**src/hdl/mbp_defs.svh**
```systemverilog
`ifndef MBP_DEFS_SVH
`define MBP_DEFS_SVH
`define MBP_OFF_IFLAG 8'h00
`define MBP_OFF_TCTL 8'h04
`define MBP_OFF_TC 8'h08
`define MBP_OFF_PLIM 8'h0c
`define MBP_OFF_PCNT 8'h10
`define MBP_OFF_MCTL 8'h14
`define MBP_OFF_MR0 8'h18
`define MBP_OFF_CCTL 8'h34
`define MBP_OFF_PCTL 8'h38
`define MBP_OFF_REL 8'h3c
`define MBP_TCTL_EN 0
`define MBP_TCTL_RST 1
`define MBP_TCTL_PWM 3
`define MBP_CCTL_MODE 0
`define MBP_CCTL_SEL 2
`define MBP_PCTL_DBL 2
`define MBP_PCTL_OE 9
`define MBP_NUM_MATCH 7
`define MBP_NUM_OUT 6
`define MBP_RST_WORD 32'h0000_0000
`endif

```
**src/hdl/mbp_pkg.sv**
```systemverilog
package mbp_pkg;
  typedef struct packed {
    logic stop;
    logic rst;
    logic irq;
  } mbp_mact_t;
  typedef enum logic [1:0] {
    MBP_TIMER,
    MBP_CNT_RISE,
    MBP_CNT_FALL,
    MBP_CNT_BOTH
  } mbp_cmode_t;
endpackage

```
**src/hdl/mbp_pwm_timer.sv**
```systemverilog
// Design decisions made here: the register offsets and the Wishbone slave port.
`timescale 1ns/1ps
`include "mbp_defs.svh"
module mbp_pwm_timer import mbp_pkg::*; #(
  parameter int NCAP = 2
) (
  input wire logic clk_i,
  input wire logic rst_i,
  input wire logic wb_cyc_i,
  input wire logic wb_stb_i,
  input wire logic wb_we_i,
  input wire logic [7:0] wb_adr_i,
  input wire logic [3:0] wb_sel_i,
  input wire logic [31:0] wb_dat_i,
  output logic [31:0] wb_dat_o,
  output logic wb_ack_o,
  input wire logic [NCAP-1:0] cap_i,
  output logic [`MBP_NUM_OUT-1:0] pwm_o
);
  localparam int NM = `MBP_NUM_MATCH;
  localparam int NO = `MBP_NUM_OUT;
  localparam int CSW = (NCAP > 1) ? $clog2(NCAP) : 1;

  logic ack_r, ack_nxt;
  logic [31:0] rdat_r, rdat_nxt;
  logic [NM-1:0] iflag_r, iflag_nxt;
  logic [3:0] tctl_r, tctl_nxt;
  logic [31:0] tc_r, tc_nxt, plim_r, plim_nxt, pc_r, pc_nxt;
  mbp_mact_t [NM-1:0] mact_r, mact_nxt;
  logic [31:0] mr_shd_r [NM];
  logic [31:0] mr_shd_nxt [NM];
  logic [31:0] mr_act_r [NM];
  logic [31:0] mr_act_nxt [NM];
  mbp_cmode_t cmode_r, cmode_nxt;
  logic [CSW-1:0] csel_r, csel_nxt;
  logic [NO:2] dbl_r, dbl_nxt;
  logic [NO-1:0] oe_r, oe_nxt;
  logic [NM-1:0] rel_r, rel_nxt;
  logic [NO-1:0] pwm_r, pwm_nxt;

  logic bus_req, bus_wr, tc_wr, cnt_ev, run_w, pwm_on, tick, rst_hit, stop_hit;
  logic [NM-1:0] match_w, irq_v, rst_v, stop_v;
  logic [NO-1:0] lvl_w;
  logic [NO:0] dbl_all;
  logic [31:0] wval, rval;
  int widx;

  function automatic logic [31:0] merge(input logic [31:0] old, input logic [31:0] dat,
                                        input logic [3:0] sel);
    logic [31:0] m;
    m = {{8{sel[3]}}, {8{sel[2]}}, {8{sel[1]}}, {8{sel[0]}}};
    return (old & ~m) | (dat & m);
  endfunction

  // Returns the match register index for an address, or -1 outside that window or off a word boundary.
  function automatic int mr_index(input logic [7:0] adr);
    int off;
    off = int'(adr) - int'(`MBP_OFF_MR0);
    if (off >= 0 && off < 4 * NM && adr[1:0] == 2'b00) begin
      return off / 4;
    end
    return -1;
  endfunction

  mbp_cnt_src #(
    .NCAP(NCAP),
    .CSW(CSW)
  ) mbp_cnt_src_i (
    .clk_i(clk_i),
    .rst_i(rst_i),
    .cap_i(cap_i),
    .mode_i(cmode_r),
    .sel_i(csel_r),
    .cnt_ev_o(cnt_ev)
  );

  assign bus_req = wb_cyc_i & wb_stb_i & ~ack_r;
  assign bus_wr = bus_req & wb_we_i;
  assign tc_wr = bus_wr && (wb_adr_i == `MBP_OFF_TC);
  assign widx = mr_index(wb_adr_i);
  assign run_w = tctl_r[`MBP_TCTL_EN] & ~tctl_r[`MBP_TCTL_RST];
  assign pwm_on = tctl_r[`MBP_TCTL_PWM];
  assign tick = run_w & cnt_ev & (pc_r == plim_r);

  always_comb begin
    for (int i = 0; i < NM; i++) begin
      match_w[i] = tick & (tc_r == mr_act_r[i]);
      irq_v[i] = mact_r[i].irq;
      rst_v[i] = mact_r[i].rst;
      stop_v[i] = mact_r[i].stop;
    end
  end

  // In PWM mode match zero always restarts the cycle.
  assign rst_hit = |(match_w & rst_v) | (pwm_on & match_w[0]);
  assign stop_hit = |(match_w & stop_v);
  assign dbl_all = {dbl_r, 2'b00};

  for (genvar k = 1; k <= NO; k++) begin : g_chan
    mbp_pwm_chan mbp_pwm_chan_i (
      .clk_i(clk_i),
      .rst_i(rst_i),
      .run_i(pwm_on),
      .period_ev_i(match_w[0]),
      .set_ev_i(match_w[k-1]),
      .clr_ev_i(match_w[k]),
      .own_zero_i(mr_act_r[k] == 32'h0),
      .dbl_i(dbl_all[k]),
      .level_o(lvl_w[k-1])
    );
  end

  always_comb begin
    rval = 32'h0;
    case (wb_adr_i)
      `MBP_OFF_IFLAG: rval[NM-1:0] = iflag_r;
      `MBP_OFF_TCTL: rval[3:0] = tctl_r;
      `MBP_OFF_TC: rval = tc_r;
      `MBP_OFF_PLIM: rval = plim_r;
      `MBP_OFF_PCNT: rval = pc_r;
      `MBP_OFF_MCTL: rval[3*NM-1:0] = mact_r;
      `MBP_OFF_CCTL: begin
        rval[`MBP_CCTL_MODE +: 2] = cmode_r;
        rval[`MBP_CCTL_SEL +: CSW] = csel_r;
      end
      `MBP_OFF_PCTL: begin
        rval[`MBP_PCTL_DBL +: NO-1] = dbl_r;
        rval[`MBP_PCTL_OE +: NO] = oe_r;
      end
      `MBP_OFF_REL: rval[NM-1:0] = rel_r;
      default: begin
        if (widx >= 0) begin
          rval = mr_shd_r[widx];
        end
      end
    endcase
  end

  always_comb begin
    ack_nxt = bus_req;
    rdat_nxt = rdat_r;
    iflag_nxt = iflag_r;
    tctl_nxt = tctl_r;
    tc_nxt = tc_r;
    plim_nxt = plim_r;
    pc_nxt = pc_r;
    mact_nxt = mact_r;
    cmode_nxt = cmode_r;
    csel_nxt = csel_r;
    dbl_nxt = dbl_r;
    oe_nxt = oe_r;
    rel_nxt = rel_r;
    mr_shd_nxt = mr_shd_r;
    mr_act_nxt = mr_act_r;
    wval = 32'h0;
    if (run_w && cnt_ev) begin
      pc_nxt = (pc_r == plim_r) ? 32'h0 : pc_r + 32'h1;
    end
    if (tick) begin
      tc_nxt = rst_hit ? 32'h0 : tc_r + 32'h1;
    end
    if (rst_hit) begin
      pc_nxt = 32'h0;
    end
    // Timer mode uses a written value at once; PWM mode waits for its release bit and then the cycle start.
    for (int i = 0; i < NM; i++) begin
      if (!pwm_on) begin
        mr_act_nxt[i] = mr_shd_r[i];
        rel_nxt[i] = 1'b0;
      end else if (match_w[0] && rel_r[i]) begin
        mr_act_nxt[i] = mr_shd_r[i];
        rel_nxt[i] = 1'b0;
      end
    end
    if (bus_req && !wb_we_i) begin
      rdat_nxt = rval;
    end
    if (bus_wr) begin
      wval = merge(rval, wb_dat_i, wb_sel_i);
      case (wb_adr_i)
        `MBP_OFF_IFLAG: iflag_nxt = iflag_r & ~(wb_dat_i[NM-1:0] & {NM{wb_sel_i[0]}});
        `MBP_OFF_TCTL: tctl_nxt = wval[3:0];
        `MBP_OFF_TC: tc_nxt = wval;
        `MBP_OFF_PLIM: plim_nxt = wval;
        `MBP_OFF_MCTL: mact_nxt = wval[3*NM-1:0];
        `MBP_OFF_CCTL: begin
          cmode_nxt = mbp_cmode_t'(wval[`MBP_CCTL_MODE +: 2]);
          csel_nxt = wval[`MBP_CCTL_SEL +: CSW];
        end
        `MBP_OFF_PCTL: begin
          dbl_nxt = wval[`MBP_PCTL_DBL +: NO-1];
          oe_nxt = wval[`MBP_PCTL_OE +: NO];
        end
        `MBP_OFF_REL: rel_nxt = rel_nxt | wval[NM-1:0];
        default: begin
          if (widx >= 0) begin
            mr_shd_nxt[widx] = wval;
          end
        end
      endcase
    end
    if (tctl_r[`MBP_TCTL_RST]) begin
      tc_nxt = 32'h0;
      pc_nxt = 32'h0;
    end
    if (stop_hit) begin
      tctl_nxt[`MBP_TCTL_EN] = 1'b0;
    end
    // A match in the same cycle as the clearing write keeps its flag.
    iflag_nxt = iflag_nxt | (match_w & irq_v);
    pwm_nxt = pwm_on ? (lvl_w & oe_r) : '0;
  end

  always_ff @(posedge clk_i) begin
    if (rst_i) begin
      ack_r <= 1'b0;
      rdat_r <= `MBP_RST_WORD;
      iflag_r <= '0;
      tctl_r <= '0;
      tc_r <= `MBP_RST_WORD;
      plim_r <= `MBP_RST_WORD;
      pc_r <= `MBP_RST_WORD;
      mact_r <= '0;
      cmode_r <= MBP_TIMER;
      csel_r <= '0;
      dbl_r <= '0;
      oe_r <= '0;
      rel_r <= '0;
      pwm_r <= '0;
      for (int i = 0; i < NM; i++) begin
        mr_shd_r[i] <= `MBP_RST_WORD;
        mr_act_r[i] <= `MBP_RST_WORD;
      end
    end else begin
      ack_r <= ack_nxt;
      rdat_r <= rdat_nxt;
      iflag_r <= iflag_nxt;
      tctl_r <= tctl_nxt;
      tc_r <= tc_nxt;
      plim_r <= plim_nxt;
      pc_r <= pc_nxt;
      mact_r <= mact_nxt;
      cmode_r <= cmode_nxt;
      csel_r <= csel_nxt;
      dbl_r <= dbl_nxt;
      oe_r <= oe_nxt;
      rel_r <= rel_nxt;
      pwm_r <= pwm_nxt;
      mr_shd_r <= mr_shd_nxt;
      mr_act_r <= mr_act_nxt;
    end
  end

  assign wb_ack_o = ack_r;
  assign wb_dat_o = rdat_r;
  assign pwm_o = pwm_r;
endmodule

```
**src/hdl/mbp_cnt_src.sv**
```systemverilog
`timescale 1ns/1ps
module mbp_cnt_src import mbp_pkg::*; #(
  parameter int NCAP = 2,
  parameter int CSW = 1
) (
  input wire logic clk_i,
  input wire logic rst_i,
  input wire logic [NCAP-1:0] cap_i,
  input wire mbp_cmode_t mode_i,
  input wire logic [CSW-1:0] sel_i,
  output logic cnt_ev_o
);
  logic [NCAP-1:0] s1_r, s2_r, s3_r, lvl_r, lvl_nxt;
  logic ev_r, ev_nxt;

  // A new level is accepted only once the second and third stages agree.
  always_comb begin
    lvl_nxt = lvl_r;
    for (int i = 0; i < NCAP; i++) begin
      if (s2_r[i] == s3_r[i]) begin
        lvl_nxt[i] = s3_r[i];
      end
    end
    case (mode_i)
      MBP_TIMER: ev_nxt = 1'b1;
      MBP_CNT_RISE: ev_nxt = lvl_nxt[sel_i] & ~lvl_r[sel_i];
      MBP_CNT_FALL: ev_nxt = ~lvl_nxt[sel_i] & lvl_r[sel_i];
      MBP_CNT_BOTH: ev_nxt = lvl_nxt[sel_i] ^ lvl_r[sel_i];
      default: ev_nxt = 1'b0;
    endcase
  end

  always_ff @(posedge clk_i) begin
    if (rst_i) begin
      s1_r <= '0;
      s2_r <= '0;
      s3_r <= '0;
      lvl_r <= '0;
      ev_r <= 1'b0;
    end else begin
      s1_r <= cap_i;
      s2_r <= s1_r;
      s3_r <= s2_r;
      lvl_r <= lvl_nxt;
      ev_r <= ev_nxt;
    end
  end

  assign cnt_ev_o = ev_r;
endmodule

```
**src/hdl/mbp_pwm_chan.sv**
```systemverilog
`timescale 1ns/1ps
module mbp_pwm_chan import mbp_pkg::*; (
  input wire logic clk_i,
  input wire logic rst_i,
  input wire logic run_i,
  input wire logic period_ev_i,
  input wire logic set_ev_i,
  input wire logic clr_ev_i,
  input wire logic own_zero_i,
  input wire logic dbl_i,
  output logic level_o
);
  logic lvl_r, lvl_nxt;

  // The falling edge wins when both edges land on the same count.
  always_comb begin
    lvl_nxt = lvl_r;
    if (!run_i) begin
      lvl_nxt = 1'b0;
    end else if (dbl_i) begin
      if (clr_ev_i) begin
        lvl_nxt = 1'b0;
      end else if (set_ev_i) begin
        lvl_nxt = 1'b1;
      end
    end else begin
      if (clr_ev_i) begin
        lvl_nxt = 1'b0;
      end else if (period_ev_i && !own_zero_i) begin
        lvl_nxt = 1'b1;
      end
    end
  end

  always_ff @(posedge clk_i) begin
    if (rst_i) begin
      lvl_r <= 1'b0;
    end else begin
      lvl_r <= lvl_nxt;
    end
  end

  assign level_o = lvl_r;
endmodule

```
**config.mk**
```make
export PLATFORM = sky130hd
export DESIGN_NAME = mbp_pwm_timer
export DESIGN_NICKNAME = d
export VERILOG_FILES = /design/src/hdl/mbp_pkg.sv /design/src/hdl/mbp_pwm_timer.sv /design/src/hdl/mbp_cnt_src.sv /design/src/hdl/mbp_pwm_chan.sv
export VERILOG_INCLUDE_DIRS = /design/src /design/src/hdl
export SDC_FILE = /design/constraint.sdc
export NUM_CORES = 2
export LEC_CHECK = 0
export BUFFER_PORTS_ARGS = -buffer_cell sky130_fd_sc_hd__buf_2
export CORE_MARGIN = 2
export CORE_UTILIZATION = 45
export CTS_CLUSTER_SIZE = 16
export DETAILED_ROUTE_END_ITERATION = 10
export SETUP_SLACK_MARGIN = 0.2
export SYNTH_ARGS = -nofsm -noshare
export SYNTH_HDL_FRONTEND = slang
export SYNTH_SLANG_ARGS = --single-unit
```
**constraint.sdc**
```tcl
create_clock -name clk_i -period 4.1 [get_ports clk_i]
set_clock_uncertainty 0.2 [all_clocks]
set_input_delay 0.205 -clock clk_i [delete_from_list [all_inputs] [get_ports clk_i]]
set_output_delay 0.205 -clock clk_i [all_outputs]
set_load 0.02 [all_outputs]
```
* Yosys cells after proc, flatten, opt, wreduce, memory -nomap -nowiden *
Index checks and enable logic that the tools add are counted.

word-level totals
  bits in registers = 651
  input bits = 51
  word-level logic and storage cells = 291

operators by class
  equal/unequal tests = 33
  $add $sub $neg = 4
  $lt $le $gt $ge = 6
  multiplexer cells = 87
  reduce and logical (&&, ||, !) cells = 62
  bitwise logic cells = 39

operators with widths
  operator                                                            count
  two-way mux 32 bit                                                  25
  equality test 32 bit                                                8
  bitwise mux 224 bit                                                 1
  logical NOT 32 bit                                                  6
  binary-select mux 32 bit (select 3 bit)                             1
  demux 32 bit (select 3 bit)                                         1
  adder 32 x 1 -> 32 bit, second input constant                       2
  AND 32 bit                                                          2
  inverter 32 bit                                                     2
  two-way mux 1 bit                                                   46
  one-hot mux 11 bit (4 select lines)                                 1
  one-hot mux 6 bit (6 select lines)                                  1
  AND 7 bit                                                           5
  adder 32 x 1 -> 32 bit                                              1
  greater-or-equal comparator 32 x 1 -> 1 bit, second input constant  1
  greater-or-equal comparator 32 x 4 -> 1 bit, second input constant  1
  less-than comparator 32 x 1 -> 1 bit, second input constant         1
  bitwise OR 32 bit                                                   1
  one-hot mux 6 bit (5 select lines)                                  1
  two-way mux 7 bit                                                   4
  equality test 8 x 6 -> 1 bit, second input constant                 3
  one-hot mux 3 bit (8 select lines)                                  1
  AND reduction 2 bit                                                 10
  logical AND 1 bit                                                   18
  35 further kinds                                                    88

* Depth between registers and ports, before layout *
  word-level depth = 17
  mapped depth = 20

* Modules after synthesis *
A second synthesis with hierarchy kept.

unflattened totals
  cell total of the unflattened synthesis = 3,662
  area, all modules = 30,968.5 um^2

modules (own cells, without submodules)
  module         cells each  instances  area each (um^2)
  mbp_pwm_timer  3,603       1          30,340.3
  mbp_cnt_src    29          1          342.8
  mbp_pwm_chan   5           6          47.5

* Worst setup path before layout *
OpenSTA, ideal clock, no wires.

  kind = input -> register
  start = input port wb_adr_i[3]
  end = register mr_shd_r[198] (netlist bit)
  buffers on the path = 5
  path slack = 70 ps
  arrival time = 3,699 ps
  stages = 20
  path through = buf_2 -> buf_1 -> nand2_1 -> nand2_1 -> nor2_1 -> ha_1 -> ha_1 -> nand3b_1 -> or2_2 -> ha_1 -> nor4b_1 -> nand4_1 -> or3_1 -> or2_1 -> buf_6 -> or3_1 -> buf_6 -> buf_6 -> nand3_1 -> o31ai_2

between the ends
  longest elaborated chain between the ends = 15
  elaborated cells between the ends (all ways) = 38
  those cells by class = add/sub (2); order compare (5); eq/ne (8); mux (11); bitwise (5); reduce/logical (7)

RTL lines
  what                                                                             RTL line              RTL
  from (decl)                                                                      mbp_pwm_timer.sv:12   input wire logic [7:0] wb_adr_i,
  parallel branches: the longest is 15 deep, another holds adder 32 x 1 -> 32 bit  n/a
  to (signal, indexed assignment)                                                  mbp_pwm_timer.sv:231  mr_shd_r[i] <= `MBP_RST_WORD;
  to (signal assigned)                                                             mbp_pwm_timer.sv:249  mr_shd_r <= mr_shd_nxt;
  to (decl)                                                                        mbp_pwm_timer.sv:30   logic [31:0] mr_shd_r [NM];

Parallel ways; which one is timed is not known. The select of a mux whose other input is x is not followed.
A chain may end at the register's enable or synchronous reset.

* Worst setup path after layout *
  start = register tc_r[4]
  end = register iflag_r[3]

between the ends
  longest elaborated chain between the ends = 4

RTL lines
  what                    RTL line              RTL
  from (decl)             mbp_pwm_timer.sv:28   logic [31:0] tc_r, tc_nxt, plim_r, plim_nxt, pc_r, pc_nxt;
  from (signal assigned)  mbp_pwm_timer.sv:220  tc_r <= `MBP_RST_WORD;
  from (signal assigned)  mbp_pwm_timer.sv:239  tc_r <= tc_nxt;
  equality test 32 bit    mbp_pwm_timer.sv:87   match_w[i] = tick & (tc_r == mr_act_r[i]);
  AND 1 bit               mbp_pwm_timer.sv:87
  AND 7 bit               mbp_pwm_timer.sv:210  iflag_nxt = iflag_nxt | (match_w & irq_v);
  bitwise OR 7 bit        mbp_pwm_timer.sv:210
  to (signal assigned)    mbp_pwm_timer.sv:237  iflag_r <= iflag_nxt;
  to (decl)               mbp_pwm_timer.sv:26   logic [NM-1:0] iflag_r, iflag_nxt;

No other way between the ends.

==> results.json <==
{
  "worstMarginPinSlew_ns": 1.290,
  "dp.cells": 4774,
  "ys_seq_area_share_pct": 41.13,
  "status": "complete, no violations",
  "yosys_warnings": 0,
  "hp-class": "in -> reg",
  "crit_required_ns": 4.48,
  "numCtsBuffers": 76,
  "grt_busiest_layer": "met2",
  "crit_start": "tc_r[4]",
  "p_total_mw": 14.43,
  "startpoint_type": "register",
  "die_h_um": 269.4,
  "yosys.area.top_type_share_pct": 41.13,
  "rsz0062_at_grt": "false",
  "worst_hold_startpoint": "wb_dat_i[21]",
  "viasPerCell": 6.400,
  "area_delta_synth_final_pct": 19.64,
  "grt_overflow": 0,
  "layout-drive-gt1-share_pct": 16.03,
  "synth_seq_cells": 651,
  "worstReg2RegStart": "tc_r[4]",
  "clkTransAtPathRegs_ns": 0.06,
  "design.die.area_um2": 72550,
  "r2r_end": "iflag_r[3]",
  "grt_use_met1_pct": 53.37,
  "die_w_um": 269.4,
  "dr.pass1.iters": 9,
  "end_kind": "register",
  "whs_endpoint": "mr_shd_r[85]",
  "fin_crit_sh_pct": 90.80,
  "cts_root_buf": "clkbuf_16",
  "place_hpwl_um": 116600,
  "tritoncts": "built",
  "postRouteAntennaNets": 0,
  "p_per_area_nw_per_um2": 380.5,
  "synth_area_leaders": "dfxtp_1, mux2i_1, nand2_1, xor2_1, nor2_1",
  "grt_max_degree": 174,
  "reg2reg_depth": 9,
  "nets": 4012,
  "fmax_mhz": 268.6,
  "met3_usage_pct": 12.39,
  "drt_iter0_markers": 4654,
  "start_util_pct": 45.33,
  "ios": 90,
  "insertion_delay_ns": 0.65,
  "ctsLongestPathBuffers": 3,
  "place.port_buffers": 89,
  "rows": 97,
  "grt_usage_pct": 41.68,
  "timing.critical_path.cells": "xor2_1, nor4_1, nand4_1, nor2_1, buf_4, and2_1, a22oi_1, nor2_1, dlygate4sd3_1",
  "slew_headroom_pct": 13.86,
  "fin_crit_ns": 3.723,
  "wire_per_inst_um": 31.66,
  "fin_cells": 4940,
  "maxCapViolations": 0,
  "holdPathStages": 6,
  "critPathBufInv": 2,
  "setup_viol": 0,
  "synth-edff-count": 0,
  "syn-cell-area_um2": 31690,
  "final_hold_viol_count": 0,
  "post-cts-setup-buffer-count": 0,
  "critical_path.top_delay_family": "simple AND/OR/NAND/NOR gates",
  "cts_htree_levels": 3,
  "cp_slowest_cell": "dfxtp_1",
  "max_stage_delay_ns": 1.18,
  "cp.arrival_ns": 4.11,
  "synth_fp_nets": 3789,
  "cp_common_cell": "nor2_1",
  "drc": 0,
  "core-area_um2": 69910,
  "synth_ff_type": "dfxtp_1",
  "grt_pass1_wl_um": 218300,
  "syn_inst": 3723,
  "yosys.area.top_type": "dfxtp_1",
  "antenna_found_initial": 5,
  "crit_type": "reg -> reg",
  "gr-usage-met2_pct": 60.53,
  "num_vias": 31614,
  "grt_pass1_vias": 28897,
  "syn_area_per_cell_um2": 8.511,
  "reg2reg_slack_ns": 0.38,
  "wirelength_um": 156400,
  "max-vdd-ir-drop_v": 0.0002989,
  "critical_path.max_fanout": 10,
  "gp_routability_congestion": 1.117,
  "cts.sinks": 651,
  "p_leak_nw": 14.07,
  "slew_violations": 0,
  "synthArstFlopShare_pct": 0,
  "fin_tns_setup_ns": 0,
  "synth_cell_types": 98
}
worst min-delay path, stage by stage:
cell and delay [ns]:
buf_2 0.15, nor2_1 0.13, a31oi_2 0.07, buf_4 0.16, nand2_1 0.05, a21oi_1 0.05
cell usage in the layout (no fill, tap or decap), types with 21 or more instances in the layout:
| master | n |
|---|---|
| a21oi_1 | 242 |
| a31oi_1 | 23 |
| and2_1 | 28 |
| and3_1 | 44 |
| buf_12 | 47 |
| buf_2 | 88 |
| buf_4 | 272 |
| clkbuf_16 | 78 |
| dfxtp_1 | 650 |
| dlygate4sd3_1 | 34 |
| inv_1 | 21 |
| mux2i_1 | 248 |
| nand2_1 | 498 |
| nand2b_1 | 23 |
| nand3_1 | 206 |
| nand4_1 | 92 |
| nor2_1 | 390 |
| nor3_1 | 59 |
| nor4_1 | 95 |
| o21ai_0 | 58 |
| o31ai_1 | 39 |
| xnor2_1 | 146 |
| xor2_1 | 172 |
cells by family (layout without fill, tap and decap cells):
group / after synthesis / in the layout / synth area share, %
other: 0 / 1 / 0
and+or+nand+nor: 1538 / 1538 / 22.89
DFF: 651 / 651 / 41.13
AOI/OAI and AO/OA: 609 / 609 / 13.23
adders and majority gates: 17 / 17 / 0.6555
buffers and inverters: 321 / 597 / 4.636
xor gates and xnor gates: 320 / 320 / 8.845
muxes: 267 / 267 / 8.616
synthesized netlist by cell type, drive strengths merged, types with 16 or more instances:
master / number
a21oi: 243
a22o: 16
a22oi: 18
a31oi: 34
and2: 30
and3: 45
buf: 159
clkbuf: 138
dfxtp: 651
inv: 24
mux2: 16
mux2i: 248
nand2: 500
nand2b: 23
nand3: 207
nand4: 93
nor2: 395
nor3: 65
nor4: 97
o21ai: 70
o31ai: 50
xnor2: 147
xor2: 173
layer usage:
metal	part of all wire, %	up-vias
met2	41	2284
li1	-	13577
met3	13	523
met5	0.019	-
met1	38	15226
met4	8.2	4
where the power goes:
group	switching, mW	internal (mW)
Combinational	0.886	0.406
Clock	2.87	3.91
Sequential	0.0137	6.34
sequential cells by signal (all words and copies together) (netlist names), 2 cells and up:
register                       count
mbp_cnt_src_i.s1_r                 2
wb_dat_o                          32
irq_v                              7
cmode_r                            2
mact_r                            14
tc_r                              32
g_chan.mbp_pwm_chan_i.level_o      6
mbp_cnt_src_i.lvl_r                2
tctl_r                             4
rel_r                              7
mbp_cnt_src_i.s2_r                 2
iflag_r                            7
mr_shd_r                         224
pc_r                              32
mbp_cnt_src_i.s3_r                 2
plim_r                            32
mr_act_r                         224
dbl_r                              5
pwm_o                              6
oe_r                               6
what timing repair did:
item	4_1_cts	5_1_grt
hold endpoints to repair	159	0
hold buffers	34	0
gates resized for setup	0	1
endpoints found under the setup margin	0	1
worst max path at each step:
stage                    end  cells after the start  slack (ns)
5_1_grt           plim_r[29]                     17        0.24
4_1_cts           plim_r[29]                     17        0.42
3_5_place_dp   mr_shd_r[215]                     18       -0.04
6_report          iflag_r[3]                      9        0.38
2_1_floorplan  mr_shd_r[198]                     20        0.20
3_3_place_gp         tc_r[1]                     18      -0.001
per-stage QoR:
step	hold WS (ns)	cell area (um^2)	utilization [%]	setup slack, ns
global placement	0.2181	35130	50.25	-0.001116
floorplan	0.1332	31710	-	0.2047
CTS	0.0004570	37900	54.22	0.4196
global route	0.04563	37910	54.23	0.2394
detailed placement	0.2228	35130	50.25	-0.04437
finish	0.02949	37910	54.23	0.3770
area by class of cell:
| type | count | area [um^2] |
|---|---|---|
| Timing Repair Buffer | 442 | 3779 |
| Fill cell | 6706 | 32000 |
| Tap cell | 940 | 1176 |
| Antenna cell | 1 | 2.502 |
| Multi-Input combinational cell | 2751 | 17400 |
| Inverter | 24 | 90.09 |
| Sequential cell | 651 | 13030 |
| Clock buffer | 112 | 2280 |
| Clock inverter | 19 | 152.6 |
No activity file was read; power rests on OpenSTA's default activity.
